$ cat src/sfs_pkg.sv
// Purpose: Shared constants and types of the serial flash command block
// Assumes: ref_clk at 100 MHz samples the serial link
// Notes:   Status byte layout, command codes, phase lengths, timing
package sfs_pkg;

    // Command codes
    localparam logic [7:0] CMD_STATUS_WRITE    = 8'h01;
    localparam logic [7:0] CMD_READ            = 8'h03;
    localparam logic [7:0] CMD_STATUS_READ     = 8'h05;
    localparam logic [7:0] CMD_WRITE_LATCH_SET = 8'h06;
    localparam logic [7:0] CMD_FAST_READ       = 8'h0B;
    localparam logic [7:0] CMD_DUAL_OUT        = 8'h3B;
    localparam logic [7:0] CMD_DUAL_IO         = 8'hBB;
    localparam logic [7:0] CMD_QUAD_IO         = 8'hEB;

    // Status byte fields and reset value
    localparam int         SR_WIP       = 0;
    localparam int         SR_WEL       = 1;
    localparam int         SR_SRP       = 7;
    localparam logic [7:0] STATUS_RESET = 8'h00;

    // Phase lengths in serial clocks
    localparam logic [5:0] CMD_LAST        = 6'h07;
    localparam logic [5:0] DATA_BYTE_BITS  = 6'h08;
    localparam logic [5:0] WDATA_SAT       = 6'h09;
    localparam logic [5:0] MODE_LAST       = 6'h01;
    localparam logic [3:0] DUMMY_FAST      = 4'h8;
    localparam logic [3:0] DUMMY_DUAL_IO   = 4'h4;
    localparam logic [3:0] DUMMY_QUAD      = 4'h4;

    // Self-timed status write cycle
    localparam int          CLK_PERIOD_NS          = 10;
    localparam int          STATUS_WRITE_CYCLE_NS  = 5000;
    localparam logic [15:0] STATUS_WRITE_CYCLES    =
        16'((STATUS_WRITE_CYCLE_NS + CLK_PERIOD_NS - 1) / CLK_PERIOD_NS);

    // Reset value of the synchronisers: chip select idle high
    localparam logic [6:0] SYNC_RESET = 7'h40;

    typedef enum logic [6:0] {
        ST_CMD    = 7'h01,
        ST_ADDR   = 7'h02,
        ST_MODE   = 7'h04,
        ST_DUMMY  = 7'h08,
        ST_DATA   = 7'h10,
        ST_WDATA  = 7'h20,
        ST_IGNORE = 7'h40
    } sfs_state_e;

endpackage : sfs_pkg

$ cat src/sfs_buf_if.sv
// Purpose: Carrier between the command core and its read data buffer
// Assumes: Both ends on ref_clk
// Notes:   fill is the core side, store the buffer side
`timescale 1ns/1ps
interface sfs_buf_if #(
    parameter int WIDTH = 8
);
    logic             push_valid;
    logic             push_ready;
    logic [WIDTH-1:0] push_data;
    logic             pop_valid;
    logic             pop_ready;
    logic [WIDTH-1:0] pop_data;
    logic             flush;

    modport fill  (output push_valid, push_data, pop_ready, flush,
                   input  push_ready, pop_valid, pop_data);
    modport store (input  push_valid, push_data, pop_ready, flush,
                   output push_ready, pop_valid, pop_data);
endinterface : sfs_buf_if

$ cat src/sfs_pair_buf.sv
// Purpose: Small flop buffer with valid and ready on both sides
// Assumes: DEPTH of at least two
// Notes:   Flush wins over a push in the same cycle
`timescale 1ns/1ps
module sfs_pair_buf #(
    parameter int WIDTH = 8,
    parameter int DEPTH = 2
) (
    input wire logic ref_clk,
    input wire logic rstn,
    sfs_buf_if.store bus
);
    localparam int PW = (DEPTH > 1) ? $clog2(DEPTH) : 1;
    localparam int CW = $clog2(DEPTH + 1);

    typedef struct packed {
        logic [DEPTH-1:0][WIDTH-1:0] mem;
        logic [PW-1:0]               wp;
        logic [PW-1:0]               rp;
        logic [CW-1:0]               cnt;
    } sfs_buf_s;

    sfs_buf_s q;
    sfs_buf_s d;
    logic     push;
    logic     pop;

    // Honest full and empty straight from the count
    assign bus.push_ready = (q.cnt != CW'(DEPTH));
    assign bus.pop_valid  = (q.cnt != '0);
    assign bus.pop_data   = q.mem[q.rp];
    assign push           = bus.push_valid & bus.push_ready;
    assign pop            = bus.pop_valid & bus.pop_ready;

    // Next state; pointers wrap for any depth
    always_comb begin
        d = q;
        if (push) begin
            d.mem[q.wp] = bus.push_data;
            d.wp        = (q.wp == PW'(DEPTH - 1)) ? '0 : q.wp + PW'(1);
        end
        if (pop) begin
            d.rp = (q.rp == PW'(DEPTH - 1)) ? '0 : q.rp + PW'(1);
        end
        d.cnt = q.cnt + CW'(push) - CW'(pop);
        if (bus.flush) begin
            d.wp  = '0;
            d.rp  = '0;
            d.cnt = '0;
        end
    end

    // State register
    always_ff @(posedge ref_clk or negedge rstn) begin
        if (!rstn) begin
            q <= '0;
        end else begin
            q <= d;
        end
    end
endmodule : sfs_pair_buf

$ cat src/sfs_flash_core.sv
// Purpose: Serial flash command handling for status write and all reads
// Assumes: Link pins are asynchronous and sampled by ref_clk, serial clock well below ref_clk / 8
// Notes:   Memory bytes prefetched through a two-entry buffer, so the fetch address leads the output
`timescale 1ns/1ps
module sfs_flash_core #(
    parameter int ADDR_W = 24
) (
    input  wire logic              ref_clk,
    input  wire logic              rstn,
    input  wire logic              spi_sclk,
    input  wire logic              spi_cs_n,
    input  wire logic              wp_n,
    input  wire logic [3:0]        io_in,
    output logic      [3:0]        io_out,
    output logic      [3:0]        io_oe,
    output logic      [ADDR_W-1:0] mem_addr,
    input  wire logic [7:0]        mem_rdata,
    input  wire logic              mem_rvalid,
    output logic                   mem_rready,
    output logic      [7:0]        status_byte,
    output logic                   continuous_mode
);
    typedef struct packed {
        logic [6:0]         sync1;
        logic [6:0]         sync2;
        logic               sclk_prev;
        logic               cs_prev;
        sfs_pkg::sfs_state_e state;
        logic [7:0]         cmd;
        logic [23:0]        shreg;
        logic [5:0]         bitcnt;
        logic [2:0]         lanes;
        logic [2:0]         dlanes;
        logic [3:0]         dummy;
        logic               has_mode;
        logic [7:0]         out_sh;
        logic [3:0]         out_cnt;
        logic [3:0]         io_out;
        logic [3:0]         io_oe;
        logic [ADDR_W-1:0]  addr;
        logic               fetch_en;
        logic [7:0]         status;
        logic [15:0]        wcnt;
        logic               cont;
    } sfs_core_s;

    sfs_core_s   q;
    sfs_core_s   n;
    logic        sclk_s;
    logic        cs_s;
    logic        wp_s;
    logic [3:0]  io_s;
    logic        rise;
    logic        fall;
    logic        cs_fall;
    logic        cs_rise;
    logic        hardware_protected_mode;
    logic        push_acc;
    logic        pop_c;
    logic        flush_c;
    logic        write_latch_set_cmd_ok;
    logic        wsr_ok;
    logic        rd_reject;
    logic        mode_bad;
    logic [23:0] sh_c;
    logic [7:0]  byte_c;
    logic [5:0]  addr_last;

    sfs_buf_if #(.WIDTH(8)) bq ();

    sfs_pair_buf #(.WIDTH(8), .DEPTH(2)) u_buf (
        .ref_clk (ref_clk),
        .rstn    (rstn),
        .bus     (bq.store)
    );

    // Shift in one clock's worth of bits, top line is the nibble MSB
    function automatic logic [23:0] sfs_shift(input logic [23:0] s, input logic [3:0] io, input logic [2:0] w);
        case (w)
            3'h2:    return {s[21:0], io[1:0]};
            3'h4:    return {s[19:0], io};
            default: return {s[22:0], io[0]};
        endcase
    endfunction : sfs_shift

    // Present the top bits of a byte on the active lines
    function automatic logic [3:0] sfs_lane_out(input logic [7:0] b, input logic [2:0] w);
        case (w)
            3'h2:    return {2'h0, b[7:6]};
            3'h4:    return b[7:4];
            default: return {2'h0, b[7], 1'b0};
        endcase
    endfunction : sfs_lane_out

    // Only the second synchroniser stage is read by logic
    assign sclk_s    = q.sync2[5];
    assign cs_s      = q.sync2[6];
    assign wp_s      = q.sync2[4];
    assign io_s      = q.sync2[3:0];
    assign rise      = !cs_s && sclk_s && !q.sclk_prev;
    assign fall      = !cs_s && !sclk_s && q.sclk_prev;
    assign cs_fall   = !cs_s && q.cs_prev;
    assign cs_rise   = cs_s && !q.cs_prev;
    assign hardware_protected_mode       = q.status[sfs_pkg::SR_SRP] && !wp_s;
    assign addr_last = (q.lanes == 3'h4) ? 6'h05 : (q.lanes == 3'h2) ? 6'h0B : 6'h17;
    assign sh_c      = sfs_shift(q.shreg, io_s, q.lanes);

    // Memory fetch side of the buffer; stalls while the buffer is full
    assign bq.push_valid = mem_rvalid && q.fetch_en;
    assign bq.push_data  = mem_rdata;
    assign bq.pop_ready  = pop_c;
    assign bq.flush      = flush_c;
    assign mem_rready    = q.fetch_en && bq.push_ready;
    assign push_acc      = bq.push_valid && bq.push_ready;

    assign io_out          = q.io_out;
    assign io_oe           = q.io_oe;
    assign mem_addr        = q.addr;
    assign status_byte     = q.status;
    assign continuous_mode = q.cont;

    // Whole next-state function
    always_comb begin
        n         = q;
        pop_c     = 1'b0;
        flush_c   = 1'b0;
        write_latch_set_cmd_ok   = 1'b0;
        wsr_ok    = 1'b0;
        rd_reject = 1'b0;
        mode_bad  = 1'b0;
        byte_c    = 8'h00;
        n.sync1     = {spi_cs_n, spi_sclk, wp_n, io_in};
        n.sync2     = q.sync1;
        n.sclk_prev = sclk_s;
        n.cs_prev   = cs_s;

        // Self-timed status write; status stays readable meanwhile
        if (q.status[sfs_pkg::SR_WIP]) begin
            if (q.wcnt == sfs_pkg::STATUS_WRITE_CYCLES - 16'h0001) begin
                n.status[sfs_pkg::SR_WIP] = 1'b0;
                n.status[sfs_pkg::SR_WEL] = 1'b0;
            end else begin
                n.wcnt = q.wcnt + 16'h0001;
            end
        end

        // Prefetch address advances per byte and wraps at the top
        if (push_acc) begin
            n.addr = q.addr + ADDR_W'(1);
        end

        // Input side: sample on the rising serial edge
        if (rise) begin
            n.shreg  = sh_c;
            n.bitcnt = q.bitcnt + 6'h01;
            case (q.state)
                sfs_pkg::ST_CMD: begin
                    if (q.bitcnt == sfs_pkg::CMD_LAST) begin
                        n.cmd      = sh_c[7:0];
                        n.bitcnt   = 6'h00;
                        n.state    = sfs_pkg::ST_ADDR;
                        n.has_mode = 1'b0;
                        n.dummy    = 4'h0;
                        n.lanes    = 3'h1;
                        n.dlanes   = 3'h1;
                        case (sh_c[7:0])
                            sfs_pkg::CMD_READ: begin
                                n.dummy = 4'h0;
                            end
                            sfs_pkg::CMD_FAST_READ: begin
                                n.dummy = sfs_pkg::DUMMY_FAST;
                            end
                            sfs_pkg::CMD_DUAL_OUT: begin
                                n.dummy  = sfs_pkg::DUMMY_FAST;
                                n.dlanes = 3'h2;
                            end
                            sfs_pkg::CMD_DUAL_IO: begin
                                n.lanes  = 3'h2;
                                n.dlanes = 3'h2;
                                n.dummy  = sfs_pkg::DUMMY_DUAL_IO;
                            end
                            sfs_pkg::CMD_QUAD_IO: begin
                                n.lanes    = 3'h4;
                                n.dlanes   = 3'h4;
                                n.has_mode = 1'b1;
                                n.dummy    = sfs_pkg::DUMMY_QUAD;
                            end
                            sfs_pkg::CMD_STATUS_READ: n.state = sfs_pkg::ST_DATA;
                            sfs_pkg::CMD_STATUS_WRITE: n.state = sfs_pkg::ST_WDATA;
                            sfs_pkg::CMD_WRITE_LATCH_SET: n.state = sfs_pkg::ST_WDATA;
                            default: n.state = sfs_pkg::ST_IGNORE;
                        endcase
                        // A busy device refuses every read but the status read
                        if (q.status[sfs_pkg::SR_WIP] && n.state == sfs_pkg::ST_ADDR) begin
                            n.state   = sfs_pkg::ST_IGNORE;
                            rd_reject = 1'b1;
                        end
                    end
                end
                sfs_pkg::ST_ADDR: begin
                    if (q.bitcnt == addr_last) begin
                        n.addr     = sh_c[ADDR_W-1:0];
                        n.fetch_en = 1'b1;
                        flush_c    = 1'b1;
                        n.bitcnt   = 6'h00;
                        n.state    = q.has_mode ? sfs_pkg::ST_MODE :
                                     (q.dummy != 4'h0) ? sfs_pkg::ST_DUMMY : sfs_pkg::ST_DATA;
                    end
                end
                sfs_pkg::ST_MODE: begin
                    if (q.bitcnt == sfs_pkg::MODE_LAST) begin
                        n.cont   = (sh_c[7:4] == ~sh_c[3:0]);
                        mode_bad = (sh_c[7:4] != ~sh_c[3:0]);
                        n.bitcnt = 6'h00;
                        n.state  = sfs_pkg::ST_DUMMY;
                    end
                end
                sfs_pkg::ST_DUMMY: begin
                    if (q.bitcnt == {2'h0, q.dummy - 4'h1}) begin
                        n.bitcnt = 6'h00;
                        n.state  = sfs_pkg::ST_DATA;
                    end
                end
                sfs_pkg::ST_WDATA: begin
                    if (q.bitcnt == sfs_pkg::WDATA_SAT) begin
                        n.bitcnt = q.bitcnt;
                    end
                end
                default: begin
                    n.bitcnt = q.bitcnt;
                end
            endcase
        end

        // Output side: shift on the falling serial edge
        if (fall && q.state == sfs_pkg::ST_DATA) begin
            if (q.out_cnt == 4'h0) begin
                if (q.cmd == sfs_pkg::CMD_STATUS_READ) begin
                    byte_c = q.status;
                end else begin
                    byte_c = bq.pop_data;
                    pop_c  = bq.pop_valid;
                end
                n.out_cnt = (q.dlanes == 3'h4) ? 4'h1 : (q.dlanes == 3'h2) ? 4'h3 : 4'h7;
            end else begin
                byte_c    = q.out_sh;
                n.out_cnt = q.out_cnt - 4'h1;
            end
            n.io_out = sfs_lane_out(byte_c, q.dlanes);
            n.out_sh = 8'(byte_c << q.dlanes);
            n.io_oe  = (q.dlanes == 3'h4) ? 4'hF : (q.dlanes == 3'h2) ? 4'h3 : 4'h2;
        end

        // New frame; continuous mode starts straight at the address
        if (cs_fall) begin
            n.bitcnt   = 6'h00;
            n.out_cnt  = 4'h0;
            n.io_oe    = 4'h0;
            n.lanes    = 3'h1;
            n.dlanes   = 3'h1;
            n.has_mode = 1'b0;
            n.dummy    = 4'h0;
            n.state    = sfs_pkg::ST_CMD;
            if (q.cont) begin
                n.cmd      = sfs_pkg::CMD_QUAD_IO;
                n.lanes    = 3'h4;
                n.dlanes   = 3'h4;
                n.has_mode = 1'b1;
                n.dummy    = sfs_pkg::DUMMY_QUAD;
                n.state    = q.status[sfs_pkg::SR_WIP] ? sfs_pkg::ST_IGNORE : sfs_pkg::ST_ADDR;
                rd_reject  = q.status[sfs_pkg::SR_WIP];
            end
        end

        // Frame end: release the lines, then commit any write command
        if (cs_rise) begin
            n.state    = sfs_pkg::ST_CMD;
            n.io_oe    = 4'h0;
            n.fetch_en = 1'b0;
            flush_c    = 1'b1;
            if (q.state == sfs_pkg::ST_WDATA && !q.status[sfs_pkg::SR_WIP]) begin
                if (q.cmd == sfs_pkg::CMD_WRITE_LATCH_SET && q.bitcnt == 6'h00) begin
                    write_latch_set_cmd_ok                   = 1'b1;
                    n.status[sfs_pkg::SR_WEL] = 1'b1;
                end
                // Exactly eight data bits, latch set, not locked
                if (q.cmd == sfs_pkg::CMD_STATUS_WRITE && q.bitcnt == sfs_pkg::DATA_BYTE_BITS
                    && q.status[sfs_pkg::SR_WEL] && !hardware_protected_mode) begin
                    wsr_ok                    = 1'b1;
                    n.status[7:2]             = q.shreg[7:2];
                    n.status[sfs_pkg::SR_WIP] = 1'b1;
                    n.wcnt                    = 16'h0000;
                end
            end
        end
    end

    // State register; volatile flags clear at power-up
    always_ff @(posedge ref_clk or negedge rstn) begin
        if (!rstn) begin
            q          <= '0;
            q.sync1    <= sfs_pkg::SYNC_RESET;
            q.sync2    <= sfs_pkg::SYNC_RESET;
            q.cs_prev  <= 1'b1;
            q.state    <= sfs_pkg::ST_CMD;
            q.lanes    <= 3'h1;
            q.dlanes   <= 3'h1;
            q.status   <= sfs_pkg::STATUS_RESET;
        end else begin
            q <= n;
        end
    end

    property p_wel_first;
        @(posedge ref_clk) disable iff (!rstn) $rose(q.status[0]) |-> $past(q.status[1]);
    endproperty
    a_wel_first: assert property (p_wel_first) else $error("write cycle without latch");

    property p_on_cs_rise;
        @(posedge ref_clk) disable iff (!rstn) $rose(q.status[0]) |-> $past(cs_rise) && $past(q.bitcnt) == 6'h08;
    endproperty
    a_on_cs_rise: assert property (p_on_cs_rise) else $error("write cycle not at select rise");

    property p_busy_holds;
        @(posedge ref_clk) disable iff (!rstn) $rose(q.status[0]) |-> q.status[1] ##1 q.status[0] [*8];
    endproperty
    a_busy_holds: assert property (p_busy_holds) else $error("busy flag dropped early");

    property p_busy_ends;
        @(posedge ref_clk) disable iff (!rstn) $rose(q.status[0]) |-> ##[499:501] !q.status[0];
    endproperty
    a_busy_ends: assert property (p_busy_ends) else $error("write cycle length wrong");

    property p_wel_cleared;
        @(posedge ref_clk) disable iff (!rstn) $fell(q.status[0]) |-> !q.status[1];
    endproperty
    a_wel_cleared: assert property (p_wel_cleared) else $error("latch not cleared after cycle");

    property p_locked;
        @(posedge ref_clk) disable iff (!rstn) $rose(q.status[0]) |-> !$past(hardware_protected_mode);
    endproperty
    a_locked: assert property (p_locked) else $error("status written while protected");

    property p_release;
        @(posedge ref_clk) disable iff (!rstn) cs_s |=> q.io_oe == 4'h0;
    endproperty
    a_release: assert property (p_release) else $error("lines driven while deselected");

    property p_reject;
        @(posedge ref_clk) disable iff (!rstn) rd_reject |=> q.state == sfs_pkg::ST_IGNORE && q.io_oe == 4'h0;
    endproperty
    a_reject: assert property (p_reject) else $error("read not rejected while busy");

    property p_latch_set;
        @(posedge ref_clk) disable iff (!rstn) write_latch_set_cmd_ok |=> q.status[1];
    endproperty
    a_latch_set: assert property (p_latch_set) else $error("latch-set did not set latch");

    property p_leave_cont;
        @(posedge ref_clk) disable iff (!rstn) mode_bad |=> !q.cont;
    endproperty
    a_leave_cont: assert property (p_leave_cont) else $error("continuous mode kept");

    property p_addr_step;
        @(posedge ref_clk) disable iff (!rstn) push_acc && !flush_c |=> q.addr - $past(q.addr) == ADDR_W'(1);
    endproperty
    a_addr_step: assert property (p_addr_step) else $error("fetch address did not advance");
endmodule : sfs_flash_core

$ cat config.mk
export PLATFORM = sky130hd
export DESIGN_NAME = sfs_flash_core
export DESIGN_NICKNAME = d
export VERILOG_FILES = /design/src/sfs_pkg.sv /design/src/sfs_buf_if.sv /design/src/sfs_pair_buf.sv /design/src/sfs_flash_core.sv
export SDC_FILE = /design/constraint.sdc
export NUM_CORES = 1
export LEC_CHECK = 0
export BUFFER_PORTS_ARGS = -buffer_cell sky130_fd_sc_hd__buf_2
export CAP_MARGIN = 20
export CELL_PAD_IN_SITES_DETAIL_PLACEMENT = 0
export CELL_PAD_IN_SITES_GLOBAL_PLACEMENT = 1
export CORE_ASPECT_RATIO = 1.25
export CORE_MARGIN = 8
export CORE_UTILIZATION = 40
export CTS_CLUSTER_SIZE = 28
export DETAILED_ROUTE_END_ITERATION = 16
export PLACE_DENSITY = 0.66
export SYNTH_ARGS = -nofsm -noshare
export SYNTH_HDL_FRONTEND = slang
export SYNTH_SLANG_ARGS = --single-unit
$ cat constraint.sdc
create_clock -name ref_clk -period 3.4 [get_ports ref_clk]
set_input_delay 0.51 -clock ref_clk [delete_from_list [all_inputs] [get_ports ref_clk]]
set_output_delay 0.51 -clock ref_clk [all_outputs]
set_load 0.02 [all_outputs]
==> impl_results.md, run 1 <==
- Die Span Y: 183 um
- CTS tree: built
- Reg2reg end: u_buf.q[1]
- Max H-tree Level: 4
- Int Power: 0.00336 W
- Worst EP required: 3.68 ns
- EDFF count, synth: 0
- Total CTS buffers: 17
- Layout cells sized above 1: 18.2%
- Share of the synthesized area in the top cell type: 42.1%
- I/O Pins: 60
- Synth Register Bits: 156
- Grt ovf: 0
- Gpl congestion: 0.799
- Layout fillers: 2,190
- Post-layout worst setup margin: 0.604 ns
- Syn nets: 984
- Drt first-iter violations: 509
- DIE AREA: 27,400 um^2
- RSZ-0062 raised after global routing: false
- R2R cell count: 10
- Static leakage: 4.30 nW
- Vias: 6,906
- Cell type with the highest aggregate area in the netlist: dfrtp_1
- PD cells: 477 nW/um^2
- WP depth: 10
- Measured slew at the worst slew-check pin: 0.675 ns
- Total negative slack: 0 ns
- Routed Antenna Nets: 0
- Gate power share: 12.5%
- Nets@finish: 991
- Worst VDD drop: 0.356 mV
- Die Width: 150 um
- CP Launch Type: flop
- Crit path max fanout: 9
- Gr usage total: 17.2%
- CP Launch Point: q[120]
- Antenna violations before repair: 0
- Net Switching: 0.00133 W
- Status: finished clean
- FP Rows: 61
- Critical Path Sink: u_buf.q[1]
- Rel. slew slack: 54.9%
- Global-route wire length before repair: 37,800 um
- Longest Clk Path Bufs: 2
- Largest net degree at the start of global routing: 59
- Sw frac: 28.4%
- Worst Path Arrival: 3.08 ns
- Critical Path End Type: flop
- DP Wirelength: 16,200 um
- Fin. max-slew vios: 0
- Launch point of the worst reg-to-reg path: q[120]
- Reg2reg setup slack: 0.60 ns
- Pwr Total: 0.00469 W
- Core area: 22,100 um^2
- Post-cts resize count: 0
- Final design utilization: 44.6%
- Clock share of power: 42.3%
- Clock Latency Late Sink: 0.43 ns
- CP max-delay cell: dfrtp_1
- Post-synthesis instance area: 8920 um^2
- Crit path time final: 2.80 ns
- Finish-stage setup viols: 0
- FMAX: 358 MHz
- Critical path, cell by cell: or3_1 -> nor3_2 -> nand3_1 -> nor3_1 -> ha_1 -> inv_1 -> ha_1 -> xor2_1 -> xnor2_1 -> nor3_1
- CP delay by family, top: simple AND/OR/NAND/NOR gates
- Number of clock sinks: 156
- # hold bufs at CTS: 0
- Starting Density: 40.5%
- Main synth FF type: dfrtp_1
- Drt drc: 0
- Max-cap check violation count: 0
- ANT cells: 0
- Crit-path max cell delay: 0.48 ns
- Routed wire per std cell: 17.9 um
- Port Buffers: 59
- Post-synth cell types: 80
- Drt pass-1 iters: 5
- Synthesized instance count: 952
- WL final: 22,500 um
- Final worst path period share: 82.2%
- Hold_ws: 0.0259 ns
- Post-CTS setup buffers: 0
- Asr flop ratio synth: 100%
- Post-synthesis sequential area ratio: 43.8%
- Synth area leaders: dfrtp_1 (42%), nand2_1 (5.2%), mux2_2 (4.0%)
- Synth warn: 0
- Root Buffer: clkbuf_16
- Post-DR vias/cell: 5.51
- Final Hold Vio Count: 0
- Worst-path clk slew: 0.07 ns
- Vias in the first global route: 6,992
- Crit Path Category: reg -> reg
- Buffers & Inverters on Critical Path: 1
- Post-place setup slack: 0.662 ns
- Skew final: 0.0143 ns
- Mean Syn Cell Area: 9.37 um^2
- Layout area overhead: 10.2%
- Hold/Removal Path Class: in -> async
- Seq pwr share: 45.1%
-- layout make-up --
| class | count | area (um^2) | share of cell area, % |
|---|---|---|---|
| clock buffers | 17 | 425 | 4.33 |
| well taps | 283 | 354 | 3.60 |
| inverters | 24 | 90.1 | 0.916 |
| repair buffers | 81 | 492 | 5.00 |
| clock inverters | 13 | 180 | 1.83 |
| flip-flops and latches | 156 | 3910 | 39.8 |
| multi-input cells | 679 | 4380 | 44.5 |
-- metrics by stage --
step                std cells  area (um^2)
floorplan                 952         8920
global placement         1223         9230
detailed placement       1223         9230
CTS                      1253         9830
global route             1253         9830
finish                   1253         9830
-- power groups by stage --
| stage | Combinational [W] | Sequential [W] | Clock (W) |
|---|---|---|---|
| floorplan | 0.000408 | 0.00208 | 0 |
| global placement | 0.000593 | 0.00215 | 0 |
| detailed placement | 0.000593 | 0.00215 | 0 |
| CTS | 0.000596 | 0.00212 | 0.00203 |
| global route | 0.000667 | 0.00214 | 0.00212 |
| finish | 0.000589 | 0.00212 | 0.00199 |
-- kinds of logic after synthesis --
group / Yosys count / synth area share (%)
compound gates: 193 / 15.0
fa+ha+maj: 14 / 1.96
simple gates: 366 / 20.2
mux: 56 / 6.95
buf+inv: 117 / 7.11
xor+xnor: 50 / 4.91
flops: 156 / 43.8
-- routing by layer --
layer	wire length (um)	global-route usage, %
met5	0	0
met4	404	6.07
met3	695	2.44
met2	11200	29.1
met1	10200	21.9
-- state kept, by name, summed over array words and instances (netlist names) --
signal / count
cs_s: 1
io_out: 4
status_byte: 8
io_s: 4
mem_addr: 24
io_oe: 3
n: 8
q: 83
continuous_mode: 1
u_buf.q: 20
-- placed cells by master, fill, tap and decap left out, drive strengths merged, types with 5 or more instances in the layout --
cell type  Yosys  layout
or2            5       5
a22oi          6       6
or3           11      11
o211ai         8       8
xor2          25      25
buf           66      81
mux2          36      36
mux2i         20      20
o21ai         60      60
xnor2         25      25
nand2b        11      11
dfrtp        150     150
o22ai         18      18
nand3         41      41
o221ai        23      23
and2           6       6
nor2          69      69
nand4          9       9
inv           24      31
ha            14      14
nor2b         16      16
and3          17      17
nand3b         6       6
a21oi         36      36
nor3          22      22
dfstp          6       6
nor4          10      10
o31ai          5       5
clkbuf        27      17
nand2        124     124
-- worst register-to-register path: cells and delay by family (launching register included) --
| kind | cells | cell delay (ns) |
|---|---|---|
| adders and majority gates | 2 | 0.44 |
| and+or+nand+nor | 5 | 1.33 |
| xor gates and xnor gates | 2 | 0.33 |
| buffers and inverters | 1 | 0.06 |
| DFF | 1 | 0.48 |
-- cell usage after synthesis (all sizes together), types with 8 or more instances --
master and instances:
o211ai 8, a21oi 36, mux2i 20, nand4 9, nor3 22, nor4 10
nand2 124, and3 17, xor2 25, ha 14, o21ai 60, nor2b 16
dfrtp 150, o221ai 23, xnor2 25, nand3 41, clkbuf 27, inv 24
o22ai 18, or3 11, buf 66, nor2 69, nand2b 11, mux2 36
-- worst min path at each step --
stage	from	to	slack (ns)	depth (start not counted)
3_5_place_dp	n[129]	io_s[1]	0.33	0
6_report	rstn	q[81]	0.03	1
4_1_cts	rstn	q[86]	0.04	1
3_3_place_gp	n[133]	n[127]	0.33	0
5_1_grt	rstn	q[86]	0.07	1
2_1_floorplan	rstn	continuous_mode	0.21	0
(Power assumes the default switching activity.)
==> run 2, diff against run 1 <==
--- a/config.mk
+++ b/config.mk
@@ -14,7 +14,7 @@
 export CORE_UTILIZATION = 40
 export CTS_CLUSTER_SIZE = 28
 export DETAILED_ROUTE_END_ITERATION = 16
-export PLACE_DENSITY = 0.66
+export PLACE_DENSITY = 0.69
 export SYNTH_ARGS = -nofsm -noshare
 export SYNTH_HDL_FRONTEND = slang
 export SYNTH_SLANG_ARGS = --single-unit
==> constraint.sdc (replaced) <==
create_clock -name ref_clk -period 2.45 [get_ports ref_clk]
set_input_delay 0.3675 -clock ref_clk [delete_from_list [all_inputs] [get_ports ref_clk]]
set_output_delay 0.3675 -clock ref_clk [all_outputs]
set_load 0.02 [all_outputs]
==> impl_results.md, run 2 (synthesis gave the netlist of run 1 again) <==
- Status: finished clean (unchanged)
- Post-placement cell count: 1,281 (was 1,223)
- Crit path max fanout: 7 (was 9)
- Clock Latency Late Sink: 0.42 ns (was 0.43 ns)
- Grt ovf: 0 (unchanged)
- CP Launch Point: q[121] (was q[120])
- Max FFs per register: 83 (unchanged)
- Layout cells sized above 1: 24.5% (was 18.2%)
- Routed Antenna Nets: 0 (unchanged)
- Gpl congestion: 0.890 (was 0.799)
- R2R cell count: 7 (was 10)
- Crit-path max cell delay: 0.55 ns (was 0.48 ns)
- Area of the multi-input gates: 4510 um^2 (was 4380 um^2)
- Final Hold Vio Count: 0 (unchanged)
- Hold/Removal Path Class: in -> reg (was in -> async)
- CP delay by family, top: compound AO/OA/AOI/OAI gates (was simple AND/OR/NAND/NOR gates)
- Largest Register: q (unchanged)
- Most frequent cells in the layout: dfrtp_1 (150), nand2_1 (123), buf_4 (76) (was dfrtp_1 (150), nand2_1 (123), nor2_1 (69))
- DIE AREA: 27,400 um^2 (unchanged)
- Worst EP required: 2.81 ns (was 3.68 ns)
- Port Buffers: 59 (unchanged)
- Hold path depth: 1
- DP Wirelength: 17,000 um (was 16,200 um)
- Die Width: 150 um (unchanged)
- Global-route wire length before repair: 38,000 um (was 37,800 um)
- Drt drc: 0 (unchanged)
- Static leakage: 4.66 nW (was 4.30 nW)
- Vias in the first global route: 7,142 (was 6,992)
- Total CTS buffers: 17 (unchanged)
- Routed wire per std cell: 17.7 um (was 17.9 um)
- Die Span Y: 183 um (unchanged)
- Layout Cells excl Fill: 1,315 (was 1,253)
- FP Rows: 61 (unchanged)
- Most common cell after layout, fill and taps aside: dfrtp_1 (unchanged)
- Crit path time final: 2.40 ns (was 2.80 ns)
- Layout area overhead: 17.3% (was 10.2%)
- Fin. max-slew vios: 0 (unchanged)
- Layout fillers: 2,102 (was 2,190)
- Post-DR vias/cell: 5.42 (was 5.51)
- Number of clock sinks: 156 (unchanged)
- Largest net degree at the start of global routing: 53 (was 59)
- Antenna violations before repair: 0 (unchanged)
- Measured slew at the worst slew-check pin: 0.620 ns (was 0.675 ns)
- CP Launch Type: flop (unchanged)
- Skew final: 0.00778 ns (was 0.0143 ns)
- Reg2reg setup slack: 0.05 ns (was 0.60 ns)
- Register area: 3910 um^2 (unchanged)
- Drt first-iter violations: 390 (was 509)
- Rel. slew slack: 58.3% (was 54.9%)
- CTS tree: built (unchanged)
- Nets@finish: 1,051 (was 991)
- Worst-path clk slew: 0.06 ns (was 0.07 ns)
- Final worst path period share: 98.0% (was 82.2%)
- PD cells: 638 nW/um^2 (was 477 nW/um^2)
- Finished layout cell area: 10,500 um^2 (was 9830 um^2)
- Post-DP Area: 9700 um^2 (was 9230 um^2)
- Worst VDD drop: 0.512 mV (was 0.356 mV)
- Critical Path End Type: flop (unchanged)
- Gr usage total: 17.4% (was 17.2%)
- I/O Pins: 60 (unchanged)
- WL final: 23,300 um (was 22,500 um)
- Launch point of the worst reg-to-reg path: q[121] (was q[120])
- Worst Path Arrival: 2.76 ns (was 3.08 ns)
- Finish-stage setup viols: 0 (unchanged)
- FMAX: 416 MHz (was 358 MHz)
- Max-cap check violation count: 0 (unchanged)
- Reg2reg end: q[123] (was u_buf.q[1])
- ANT cells: 0 (unchanged)
- RSZ-0062 raised after global routing: true (was false)
- WP depth: 7 (was 10)
- Drt pass-1 iters: 5 (unchanged)
- Starting Density: 40.5% (unchanged)
- Core area: 22,100 um^2 (unchanged)
- Longest Clk Path Bufs: 2 (unchanged)
- Crit Path Category: reg -> reg (unchanged)
- Root Buffer: clkbuf_16 (unchanged)
- Critical path, cell by cell: buf_4 -> xor2_1 -> a21oi_1 -> o2111ai_1 -> or4_1 -> o21ai_0 -> mux2_4 (was or3_1 -> nor3_2 -> nand3_1 -> nor3_1 -> ha_1 -> inv_1 -> ha_1 -> xor2_1 -> xnor2_1 -> nor3_1)
- Max H-tree Level: 4 (unchanged)
- Vias: 7,130 (was 6,906)
- Buffers & Inverters on Critical Path: 1 (unchanged)
- CP max-delay cell: or4_1 (was dfrtp_1)
- Critical Path Sink: q[123] (was u_buf.q[1])
## run 2: final cells by class
cell class,instances,share of cell area (%)
Clock buffer,20,4.46
Tap cell,283,3.38
Clock inverter,12,1.43
Sequential cell,156,37.4
Multi-Input combinational cell,679,43.1
Inverter,24,0.861
Timing Repair Buffer,141,9.38
## run 2: what timing repair did
item                                    in CTS  in global routing
pin swaps                                    0                  2
resized for setup                            3                 22
endpoints found under the hold margin       43                  0
hold buffers                                 1                  0
setup buffers                                0                  1
endpoints found under the setup margin      13                 21
## run 2: worst reg2reg max path: cells and delay by family (launching register included)
kind	cells	cell delay (ns)
flip-flops	1	0.41
AND/OR/NAND/NOR	1	0.55
multiplexers	1	0.20
AO/OA/AOI/OAI	3	0.83
buffers and inverters	1	0.18
XOR/XNOR	1	0.17
## run 2: routing by layer
metal	vias up	share of wire, %	track usage (%)
li1	3481	-	-
met1	3461	44	21.6
met2	156	50	29.7
met3	32	3.9	3.16
met4	0	2.1	5.95
met5	-	0	0
## run 2: how the worst min path moves through the flow
stage                  start               to  slack, ns
finish              spi_cs_n           n[134]       0.04
global route        spi_cs_n           n[134]       0.03
CTS                 spi_cs_n           n[134]       0.02
detailed placement    n[130]          io_s[2]       0.33
global placement      n[130]          io_s[2]       0.34
floorplan               rstn  continuous_mode       0.07
## run 2: power breakdown
part / total (W) / internal [W] / leakage, nW / switching (W)
registers: 0.00291 / 0.00271 / 2.08 / 0.000196
logic: 0.00101 / 0.000436 / 2.28 / 0.000571
clock network: 0.00277 / 0.00162 / 0.303 / 0.00115
total: 0.00668 / 0.00476 / 4.66 / 0.00192
## run 2: per-stage QoR
step                setup TNS (ns)  power (W)  hold slack, ns  util, %  setup slack [ns]
CTS                              0    0.00672          0.0226     46.9            0.0124
global placement             -1.63    0.00391           0.336     44.0            -0.239
global route                -0.113    0.00699          0.0297     47.5           -0.0475
finish                           0    0.00668          0.0413     47.5            0.0480
floorplan                        0    0.00345          0.0719        -            0.0293
detailed placement           -1.78    0.00392           0.335     44.0            -0.236
